### config.mk
export PLATFORM = sky130hd
export DESIGN_NAME = sfpo_top
export DESIGN_NICKNAME = d
export VERILOG_FILES = /design/src/rtl/sfpo_scaler.v /design/src/rtl/sfpo_top.v
export VERILOG_INCLUDE_DIRS = /design/src /design/src/rtl
export SDC_FILE = /design/constraint.sdc
export NUM_CORES = 1
export LEC_CHECK = 0
export BUFFER_PORTS_ARGS = -buffer_cell sky130_fd_sc_hd__buf_2
export CAP_MARGIN = 20
export CORE_ASPECT_RATIO = 0.7
export CORE_MARGIN = 2
export CORE_UTILIZATION = 30
export DETAILED_ROUTE_END_ITERATION = 10
export PLACE_DENSITY = 0.44
export SLEW_MARGIN = 10
export SYNTH_ARGS = -nofsm -noshare
export SYNTH_HDL_FRONTEND = slang
export SYNTH_HIERARCHICAL = 1
export SYNTH_SLANG_ARGS = --single-unit
### constraint.sdc
create_clock -name core_clk_in -period 11.54 [get_ports core_clk_in]
set_clock_uncertainty 0.15 [all_clocks]
set_input_delay 1.154 -clock core_clk_in [delete_from_list [all_inputs] [get_ports core_clk_in]]
set_output_delay 1.154 -clock core_clk_in [all_outputs]
set_load 0.02 [all_outputs]
### src/rtl/sfpo_defines.vh
// Constants for the scaled flow pulse output block.
// Assumes inclusion by its bare name from the top-level design file.
`ifndef SFPO_DEFINES_VH
`define SFPO_DEFINES_VH

// Register numbers
`define SFPO_REG_UNIT_CODE 16'h0025
`define SFPO_REG_SHAPE 16'h0055
`define SFPO_REG_FACTOR 16'h0147
`define SFPO_REG_DURATION 16'h0149

// Output shape values
`define SFPO_SHAPE_FIXED 16'h0000
`define SFPO_SHAPE_SQUARE 16'h0001

// Closure duration, counted in 10 us steps
`define SFPO_DUR_STEP_NS 10000
`define SFPO_DUR_MIN 32'h0000000A
`define SFPO_DUR_MAX 32'h0000FDE8
`define SFPO_DUR_RESET 32'h00000032

// Clock and frequency ceilings
`define SFPO_CLK_PERIOD_NS 5
`define SFPO_CYC_PER_STEP (`SFPO_DUR_STEP_NS / `SFPO_CLK_PERIOD_NS)
`define SFPO_CLK_HZ 200000000
`define SFPO_FULL_SCALE_HZ 10000
`define SFPO_ABS_MAX_HZ 11000
`define SFPO_SAFE_MAX_HZ 5000
`define SFPO_MIN_PER_NORMAL ((`SFPO_CLK_HZ + `SFPO_ABS_MAX_HZ - 1) / `SFPO_ABS_MAX_HZ)
`define SFPO_MIN_PER_SAFE ((`SFPO_CLK_HZ + `SFPO_SAFE_MAX_HZ - 1) / `SFPO_SAFE_MAX_HZ)

// Factor unit codes
`define SFPO_UNIT_GAL 16'h0028
`define SFPO_UNIT_LITER 16'h0029
`define SFPO_UNIT_IMP_GAL 16'h002A
`define SFPO_UNIT_CUBIC_M 16'h002B
`define SFPO_UNIT_FEET 16'h002C
`define SFPO_UNIT_METERS 16'h002D
`define SFPO_UNIT_BBL42 16'h002E
`define SFPO_UNIT_KG 16'h003D
`define SFPO_UNIT_TONNE 16'h003E
`define SFPO_UNIT_POUND 16'h003F
`define SFPO_UNIT_SHORT_TON 16'h0040
`define SFPO_UNIT_CUBIC_FT 16'h0070
`define SFPO_UNIT_CUBIC_CM 16'h00F6
`define SFPO_UNIT_BBL31 16'h00F7
`define SFPO_UNIT_MGAL 16'h00F9
`define SFPO_UNIT_SPECIAL 16'h00FD

`endif

### src/rtl/sfpo_scaler.v
// Quantity accumulator: turns flow increments into pulse requests.
// Assumes flow increments and factor come from logic on the same clock.
`timescale 1ns/10ps
`default_nettype none
module sfpo_scaler #(
	parameter W = 32
) (
	input wire clk_in,
	input wire rst_n_in,
	input wire [W-1:0] factor_in,
	input wire flow_valid_in,
	input wire [W-1:0] flow_inc_in,
	output reg req_out
);
	reg [W:0] acc;
	reg [W:0] sum;

	always @* begin
		sum = acc + (flow_valid_in ? {1'b0, flow_inc_in} : {(W+1){1'b0}});
	end

	// Remainder kept after each crossing so no quantity is dropped
	always @(posedge clk_in or negedge rst_n_in) begin
		if (!rst_n_in) begin
			acc <= {(W+1){1'b0}};
			req_out <= 1'b0;
		end else if (factor_in == {W{1'b0}}) begin
			acc <= {(W+1){1'b0}};
			req_out <= 1'b0;
		end else if (sum >= {1'b0, factor_in}) begin
			acc <= sum - {1'b0, factor_in};
			req_out <= 1'b1;
		end else begin
			acc <= sum;
			req_out <= 1'b0;
		end
	end
endmodule // sfpo_scaler
`default_nettype wire

### src/rtl/sfpo_top.v
// Scaled flow pulse output: register file, owed-pulse count and pulse shaper.
// Assumes flow increments arrive on core_clk_in; register port is single-cycle.
// Behaviour
// - The shape register picks fixed closure (0, reset value) or square wave (1).
// - In square wave the closure lasts half the current output period.
// - The closure duration only acts while the shape is fixed closure.
// - Closure duration is accepted from 0.1 ms to 650 ms and resets to 0.5 ms.
// - In fixed closure the period is never shorter than twice the closure duration.
// - Output rate never exceeds the 11000 Hz absolute ceiling.
// - With the intrinsically safe option the ceiling is 5000 Hz.
// - One closure is emitted per factor's worth of quantity.
// - The factor spans from one pulse per day to 10000 Hz rates.
// - The unit code is read only and carries the volume codes.
// - Mass, length and special units have their own codes.
`timescale 1ns/10ps
`default_nettype none
`include "sfpo_defines.vh"
module sfpo_top #(
	parameter SAFE_OUTPUT = 0,
	parameter OWED_W = 16
) (
	input wire core_clk_in,
	input wire arst_n_in,
	input wire reg_wr_in,
	input wire reg_rd_in,
	input wire [15:0] reg_addr_in,
	input wire [31:0] reg_wdata_in,
	input wire flow_valid_in,
	input wire [31:0] flow_inc_in,
	input wire [15:0] flow_unit_code_in,
	output reg [31:0] reg_rdata_out,
	output reg reg_ack_out,
	output reg pulse_out,
	output reg owed_overflow_out
);
	localparam [2:0] ST_IDLE = 3'b001;
	localparam [2:0] ST_HIGH = 3'b010;
	localparam [2:0] ST_LOW = 3'b100;
	localparam [31:0] MIN_PER = (SAFE_OUTPUT != 0) ? `SFPO_MIN_PER_SAFE : `SFPO_MIN_PER_NORMAL;
	localparam [31:0] CYC_STEP = `SFPO_CYC_PER_STEP;

	reg rst_meta;
	reg rst_n;
	reg [15:0] shape;
	reg [31:0] factor;
	reg [31:0] duration;
	reg [15:0] unit_code;
	reg [OWED_W-1:0] owed;
	reg [2:0] state;
	reg [31:0] per_cnt;
	reg [31:0] req_gap;
	reg [31:0] last_gap;
	reg [31:0] width_cyc;
	reg [31:0] high_len;
	reg [31:0] min_period;
	reg [31:0] next_rdata;
	reg [31:0] wdur;
	wire req;
	wire start;
	wire square;

	// Reset release through two flops
	always @(posedge core_clk_in or negedge arst_n_in) begin
		if (!arst_n_in) begin
			rst_meta <= 1'b0;
			rst_n <= 1'b0;
		end else begin
			rst_meta <= 1'b1;
			rst_n <= rst_meta;
		end
	end

	sfpo_scaler #(
		.W(32)
	) u_scaler (
		.clk_in(core_clk_in),
		.rst_n_in(rst_n),
		.factor_in(factor),
		.flow_valid_in(flow_valid_in),
		.flow_inc_in(flow_inc_in),
		.req_out(req)
	);

	assign square = (shape == `SFPO_SHAPE_SQUARE);

	// Out-of-range durations are clamped rather than refused
	always @* begin
		if (reg_wdata_in < `SFPO_DUR_MIN)
			wdur = `SFPO_DUR_MIN;
		else if (reg_wdata_in > `SFPO_DUR_MAX)
			wdur = `SFPO_DUR_MAX;
		else
			wdur = reg_wdata_in;
	end

	// Register file
	always @(posedge core_clk_in or negedge rst_n) begin
		if (!rst_n) begin
			shape <= `SFPO_SHAPE_FIXED;
			factor <= 32'h00000000;
			duration <= `SFPO_DUR_RESET;
			unit_code <= `SFPO_UNIT_GAL;
		end else begin
			unit_code <= flow_unit_code_in;
			if (reg_wr_in) begin
				case (reg_addr_in)
					`SFPO_REG_SHAPE: begin
						if (reg_wdata_in[15:0] == `SFPO_SHAPE_SQUARE)
							shape <= `SFPO_SHAPE_SQUARE;
						else
							shape <= `SFPO_SHAPE_FIXED;
					end
					`SFPO_REG_FACTOR: factor <= reg_wdata_in;
					`SFPO_REG_DURATION: duration <= wdur;
					default: begin
					end
				endcase
			end
		end
	end

	always @* begin
		case (reg_addr_in)
			`SFPO_REG_UNIT_CODE: next_rdata = {16'h0000, unit_code};
			`SFPO_REG_SHAPE: next_rdata = {16'h0000, shape};
			`SFPO_REG_FACTOR: next_rdata = factor;
			`SFPO_REG_DURATION: next_rdata = duration;
			default: next_rdata = 32'h00000000;
		endcase
	end

	always @(posedge core_clk_in or negedge rst_n) begin
		if (!rst_n) begin
			reg_rdata_out <= 32'h00000000;
			reg_ack_out <= 1'b0;
		end else begin
			reg_ack_out <= reg_rd_in | reg_wr_in;
			if (reg_rd_in)
				reg_rdata_out <= next_rdata;
		end
	end

	// Measured spacing of requests sets the square-wave period
	always @(posedge core_clk_in or negedge rst_n) begin
		if (!rst_n) begin
			req_gap <= 32'h00000000;
			last_gap <= 32'h00000000;
		end else if (req) begin
			req_gap <= 32'h00000001;
			last_gap <= req_gap;
		end else if (req_gap != 32'hFFFFFFFF) begin
			req_gap <= req_gap + 32'h00000001;
		end
	end

	// Shaping lengths, all in clock cycles
	always @* begin
		width_cyc = duration * CYC_STEP;
		if (square) begin
			min_period = (last_gap > MIN_PER) ? last_gap : MIN_PER;
			high_len = {1'b0, min_period[31:1]};
		end else begin
			high_len = width_cyc;
			min_period = ({width_cyc[30:0], 1'b0} > MIN_PER) ? {width_cyc[30:0], 1'b0} : MIN_PER;
		end
	end

	assign start = (owed != {OWED_W{1'b0}}) && (state != ST_HIGH) && (per_cnt >= min_period);

	// Owed pulses; a request in the same cycle as a start keeps the count
	always @(posedge core_clk_in or negedge rst_n) begin
		if (!rst_n) begin
			owed <= {OWED_W{1'b0}};
			owed_overflow_out <= 1'b0;
		end else begin
			if (req && !start) begin
				if (owed == {OWED_W{1'b1}})
					owed_overflow_out <= 1'b1;
				else
					owed <= owed + {{(OWED_W-1){1'b0}}, 1'b1};
			end else if (start && !req) begin
				owed <= owed - {{(OWED_W-1){1'b0}}, 1'b1};
			end
		end
	end

	// Pulse shaper
	always @(posedge core_clk_in or negedge rst_n) begin
		if (!rst_n) begin
			state <= ST_IDLE;
			per_cnt <= 32'hFFFFFFFF;
			pulse_out <= 1'b0;
		end else begin
			if (per_cnt != 32'hFFFFFFFF)
				per_cnt <= per_cnt + 32'h00000001;
			case (state)
				ST_IDLE,
				ST_LOW: begin
					if (start) begin
						state <= ST_HIGH;
						per_cnt <= 32'h00000001;
						pulse_out <= 1'b1;
					end
				end
				ST_HIGH: begin
					if (per_cnt >= high_len) begin
						state <= ST_LOW;
						pulse_out <= 1'b0;
					end
				end
				default: begin
					state <= ST_IDLE;
					pulse_out <= 1'b0;
				end
			endcase
		end
	end
endmodule // sfpo_top
`default_nettype wire

# --- Yosys cells after proc, flatten, opt, wreduce, memory -nomap -nowiden ---
# Index checks and enable logic that the tools add are counted.
classes:
  magnitude_cmp: 7
  reduce_logical: 17
  n_mux: 27
  n_addsub: 6
  n_eq_ne: 16
  bitwise_logic: 1
  mul: 1
op_table:
  columns: ["operator", "n"]
  rows:
  - ["32-bit two-way mux", 12]
  - ["32-bit case mux with 4 select lines", 1]
  - ["33-bit two-way mux", 2]
  - ["32-bit by 1-bit adder with 32-bit output, second input constant", 2]
  - ["32-bit greater-or-equal comparator", 2]
  - ["32-bit by 15-bit greater-than comparator with 1-bit output, second input constant", 2]
  - ["32-bit != test, second input constant", 2]
  - ["16-bit two-way mux", 3]
  - ["33-bit adder", 1]
  - ["33-bit by 32-bit greater-or-equal comparator with 1-bit output", 1]
  - ["33-bit by 32-bit subtractor with 33-bit output", 1]
  - ["16-bit by 1-bit == test with 1-bit output, second input constant", 2]
  - ["16-bit by 9-bit == test with 1-bit output, second input constant", 2]
  - ["32-bit by 16-bit greater-than comparator with 1-bit output, second input constant", 1]
  - ["32-bit logical NOT", 1]
  - ["32-bit by 4-bit < comparator with 1-bit output, second input constant", 1]
  - ["32-bit by 7-bit multiplier with 28-bit output, second input constant", 1]
  - ["16-bit by 1-bit adder with 16-bit output, second input constant", 1]
  - ["16-bit == test, second input constant", 1]
  - ["16-bit by 6-bit == test with 1-bit output, second input constant", 1]
  - ["16-bit by 7-bit == test with 1-bit output, second input constant", 1]
  - ["16-bit nonzero test", 1]
  - ["16-bit by 1-bit subtractor with 16-bit output, second input constant", 1]
  - ["2-bit AND reduction", 6]
  - ["14 further kinds", 26]
word_totals:
  wordCells: 92
  out_inout_bits: 35
  input_bits: 101
  regBits: 282

# --- Longest topological paths before layout ---
logic_depth:
  depth_word: 10
  mapped_depth: 37
  ltp_nobuf: 36

# --- Cells and area by module ---
# Netlist, hierarchy kept.
by_module_without_submodules:
  columns: ["module", "cells_per_inst", "seq_area_each_um2", "area_each_um2", "n_inst"]
  rows:
  - ["sfpo_top", 1659, 5878.1, 16529.6, 1]
  - ["sfpo_scaler", 649, 850.8, 5054.8, 1]

# --- Least setup slack after synthesis ---
# OpenSTA, ideal clock, no wires.
synth_timing:
  path_kind: "reg2reg"
  startpoint: "register duration[4]"
  endpoint: "register owed[14]"
  setup_time_ps: 125
  path_stages_with_launch: 34
  period_less_slack_ps: 9597
  required_time_ps: 11265
  setup_slack_ps: 1943
  arrival_ps: 9322
  cell_sequence: "dfstp_2 inv_1 fa_1 fa_1 fa_1 fa_1 inv_1 ha_1 a21o_1 a221o_1 o311ai_1 nand2_1 xor2_1 or4_1 nor4_2 nand4bb_1 o41a_1 ha_1 a211o_1 a2111oi_0 o21ai_0 a41oi_1 a21o_1 nand2_1 fa_1 a21o_1 a21oi_1 o21ai_0 o41ai_1 nor3_1 nor3_1 a211oi_1 xnor2_1 mux2_2"
synth_via:
  elab_chain_len: 10
  word_cells_on_any_way: 13
  classes_between: "mul (1); order compare (2); eq/ne (1); mux (3); reduce/logical (6)"
synth_rtl:
  columns: ["item", "line_no", "rtl"]
  rows:
  - ["start: declaration", "sfpo_top.v:46", "reg [31:0] duration;"]
  - ["start signal: assignment", "sfpo_top.v:101", "duration <= `SFPO_DUR_RESET;"]
  - ["start signal: assignment", "sfpo_top.v:114", "`SFPO_REG_DURATION: duration <= wdur;"]
  - ["32-bit by 7-bit multiplier with 28-bit output *", "sfpo_top.v:158", "width_cyc = duration * CYC_STEP;"]
  - ["32-bit by 15-bit greater-than comparator with 1-bit output", "sfpo_top.v:164", "min_period = ({width_cyc[30:0], 1'b0} > MIN_PER) ? {width_cyc[30:0], 1'b0} : MIN_PER;"]
  - ["32-bit two-way mux *", "sfpo_top.v:164", null]
  - ["32-bit two-way mux *", "sfpo_top.v:159", "if (square) begin"]
  - ["32-bit greater-or-equal comparator *", "sfpo_top.v:168", "assign start = (owed != {OWED_W{1'b0}}) && (state != ST_HIGH) && (per_cnt >= min_period);"]
  - ["1-bit logical AND *", "sfpo_top.v:168", null]
  - ["1-bit logical NOT", "sfpo_top.v:176", "if (req && !start) begin"]
  - ["1-bit logical AND", "sfpo_top.v:176", null]
  - ["2-bit != test (no source line) or 2-bit nonzero test (tied branches)", null, null]
  - ["2-bit AND reduction (no source line)", null, null]
  - ["end signal: assignment", "sfpo_top.v:173", "owed <= {OWED_W{1'b0}};"]
  - ["end signal: assignment", "sfpo_top.v:180", "owed <= owed + {{(OWED_W-1){1'b0}}, 1'b1};"]
  - ["end signal: assignment", "sfpo_top.v:182", "owed <= owed - {{(OWED_W-1){1'b0}}, 1'b1};"]
  - ["end: declaration", "sfpo_top.v:48", "reg [OWED_W-1:0] owed;"]
# Mark *: on every way between the ends. The rest lies on a longest branch, timed or not.
# A chain may end at the register's enable or synchronous reset.

# --- Worst setup path after layout ---
layout_timing:
  startpoint: "register duration[4]"
  endpoint: "register owed[15]"
# The elaborated chain is that of the path after synthesis.

==> results.md <==
* Yosys cell types at 83
* Seq/Total Area, Yosys at 0.312
* Syn Nets at 2698
* Initial core utilization at 0.302
* Slew HR at 0.375
* Hold_buf cts at 0
* EDFF count, synth at 0
* VDD IR max at 0.0820 mV
* Pins Over Slew Limit at 0
* Asr flop ratio synth at 1.00
* Met1 Use GR at 0.289
* Clock transition at path regs at 0.06 ns
* Vias in the first global route at 16800
* Placed inst area at 23400 µm²
* Max_cap viols at 0
* Slew @ Worst Pin at 0.938 ns
* Element type at the critical path start: flop
* Gr usage total at 0.174
* WL final at 65400 µm
* Residual DRC at 0
* Inserted Diodes at 0
* Drt initial violations at 1472
* Largest net degree at the start of global routing at 160
* Period utilization at 0.915
* Final setup violation count at 0
* Clock root buffer: clkbuf_16
* Met2 Use GR at 0.228
* Final HPWL DP at 52300 µm
* Routed via count at 17600
* Post-synthesis register bit count at 267
* PostCTS Resize Cnt at 0
* TritonRoute pass-1 iters at 6
* TritonCTS clock tree: yes
* Clk_lat worst skew at 0.55 ns
* YS warnings at 6
* Syn avg cell area at 9.35 µm²
* I/O Pins at 136
* DIE HEIGHT at 228 µm
* Top_reg_cell synth: dfrtp_1
* Setup TNS at 0 ns
* Number of H-tree levels at 2
* GP Congestion at 0.900
* Worst Path Class, Setup: reg -> reg
* Busiest grt layer: met1
* Clock sink count at 267
* I/O Buffers at 135
* Die area at 74100 µm²
* Mapped cell area at 21600 µm²
* Peak Freq at 94.7 MHz
* Synth-to-layout area growth at 14.0%
* Power Density at 141 nW/µm²
* Worst hold path class: reg -> reg
* Site Rows at 82
* Crit. End Element: flop
* Fin area at 24600 µm²
* Wire length per cell at 19.1 µm
* Core box area at 71400 µm²
* Critical Path Most Common Cell: fa_1
* Gate count after technology mapping at 2308
* Leak at 11.1 nW
* First-pass GRT wire length at 102000 µm
* Crit-path max FO at 14
* Unrepaired setup endpoints after global routing: false
* Final Net Count at 2824
* Worst Path Required at 11.86 ns
* Fin crit period at 10.56 ns
* Global route overflow at 0
* Max stage delay on crit path at 0.60 ns
* Final hold violations at 0
* Share of post-route cells with drive strength above 1 at 0.144
* CP max-delay cell: dfstp_2
* Post-DRT Antenna Nets at 0
* Data arrival, critical path at 10.88 ns
* Initial antenna violation count at 0
* Postcts setup bufs at 0
* Die Span X at 325 µm
* Via density at 5.15
* TritonCTS Buffers at 34
* Met3 GRT Util at 0.0303
* Maximum clock insertion buffer count at 3
* Outcome: complete, no violations
flip-flops by register name, indices dropped and copies added, names as in the netlist:
name / flops
state: 3
unit_code: 16
u_scaler/acc: 33
factor: 32
owed_overflow_out: 1
u_scaler/req_out: 1
per_cnt: 32
req_gap: 32
last_gap: 32
rst_meta: 1
rst_n: 1
duration: 32
reg_rdata_out: 32
pulse_out: 1
owed: 16
shape: 1
reg_ack_out: 1
placed cells by master (no fill, tap or decap), types with 11 or more instances in the layout:
master	n
dfrtp_1	227
inv_1	222
nor2_1	221
ha_1	199
a21oi_1	142
buf_2	135
nand2_1	108
fa_1	90
o21ai_0	78
xnor2_1	76
mux2_2	68
xor2_1	63
a21o_1	58
nand3_1	56
mux2i_1	51
nand4_1	50
and2_1	43
nor3_1	42
dfstp_2	38
nor4_1	35
clkbuf_16	35
and3_1	25
a211oi_1	22
o21bai_1	21
nand2b_1	20
o22ai_1	20
buf_4	20
nor2b_1	19
a31oi_1	18
a22oi_1	17
o21a_1	16
a222oi_1	15
or3_1	12
or4_1	12
a21boi_0	11
and4_1	11
layer usage:
metal / share of wire / routed length, µm
met2: 0.38 / 24900
met3: 0.053 / 3460
met5: 0 / 0
met4: 0.013 / 876
met1: 0.55 / 36200
metrics by stage:
stage / cells / hold slack (ns) / util / power [W] / setup WS [ns]
4_1_cts: 3423 / 0.195 / 0.345 / 0.00349 / 1.04
2_1_floorplan: 2308 / 0.181 / - / 0.00199 / 1.94
3_5_place_dp: 3363 / 0.187 / 0.328 / 0.00229 / 1.09
3_3_place_gp: 3363 / 0.190 / 0.328 / 0.00227 / 1.27
6_report: 3424 / 0.205 / 0.345 / 0.00347 / 0.982
5_1_grt: 3424 / 0.207 / 0.345 / 0.00369 / 0.372
synth_stat cells, types with 38 or more instances:
cell / count / area share
o21ai_0: 78 / 0.018
mux2i_1: 52 / 0.024
mux2_2: 68 / 0.035
a21oi_1: 142 / 0.033
xnor2_1: 76 / 0.031
nor2_1: 224 / 0.039
and2_1: 43 / 0.012
dfstp_2: 38 / 0.046
clkbuf_1: 53 / 0.0092
a21o_1: 58 / 0.020
nand4_1: 50 / 0.014
nand3_1: 56 / 0.013
dfrtp_1: 229 / 0.27
nand2_1: 108 / 0.019
fa_1: 90 / 0.083
xor2_1: 63 / 0.026
ha_1: 199 / 0.12
inv_1: 222 / 0.039
nor3_1: 42 / 0.0097
worst paths after layout:
path,slack (ns),depth (start not counted),start,end
max in group asynchronous,9.55,1,rst_n,duration[7]
worst max-delay path,0.98,33,duration[4],owed[15]
worst min register to register,0.21,0,rst_meta,rst_n
worst max register to register,0.98,33,duration[4],owed[15]
min in group asynchronous,0.23,1,arst_n_in,rst_n
worst min-delay path,0.21,0,rst_meta,rst_n
kinds of logic (layout without fill, tap and decap cells):
family / count (synthesis) / in the layout / synth area share
simple gates: 694 / 694 / 0.163
compound gates: 508 / 508 / 0.158
buf+inv: 290 / 440 / 0.0521
fa+ha+maj: 289 / 289 / 0.199
flops: 267 / 267 / 0.312
xor+xnor: 139 / 139 / 0.0564
mux: 120 / 120 / 0.0596
other cells: 1 / 1 / 0.000174
power breakdown:
part	switching (W)	internal, W
combinational	0.000492	0.000423
clock	0.000451	0.000717
sequential	0.000257	0.00113
total	0.00120	0.00227
critical path: cells and delay by family (launching register included):
family                   cells  cell delay [ns]
adder cells (fa/ha/maj)      7             3.03
buffers and inverters        3             0.41
flip-flops                   1             0.60
AO/OA/AOI/OAI               16             4.27
XOR/XNOR                     1             0.14
AND/OR/NAND/NOR              6             1.88
area by class of cell:
class	count	area, µm²
Clock inverter	13	218
Multi-Input combinational cell	1751	13800
Fill cell	7443	46800
Timing Repair Buffer	157	858
Clock buffer	47	991
Tap cell	966	1210
Sequential cell	267	6730
Inverter	223	837
Note: power is estimated with default switching activity, not from simulation.
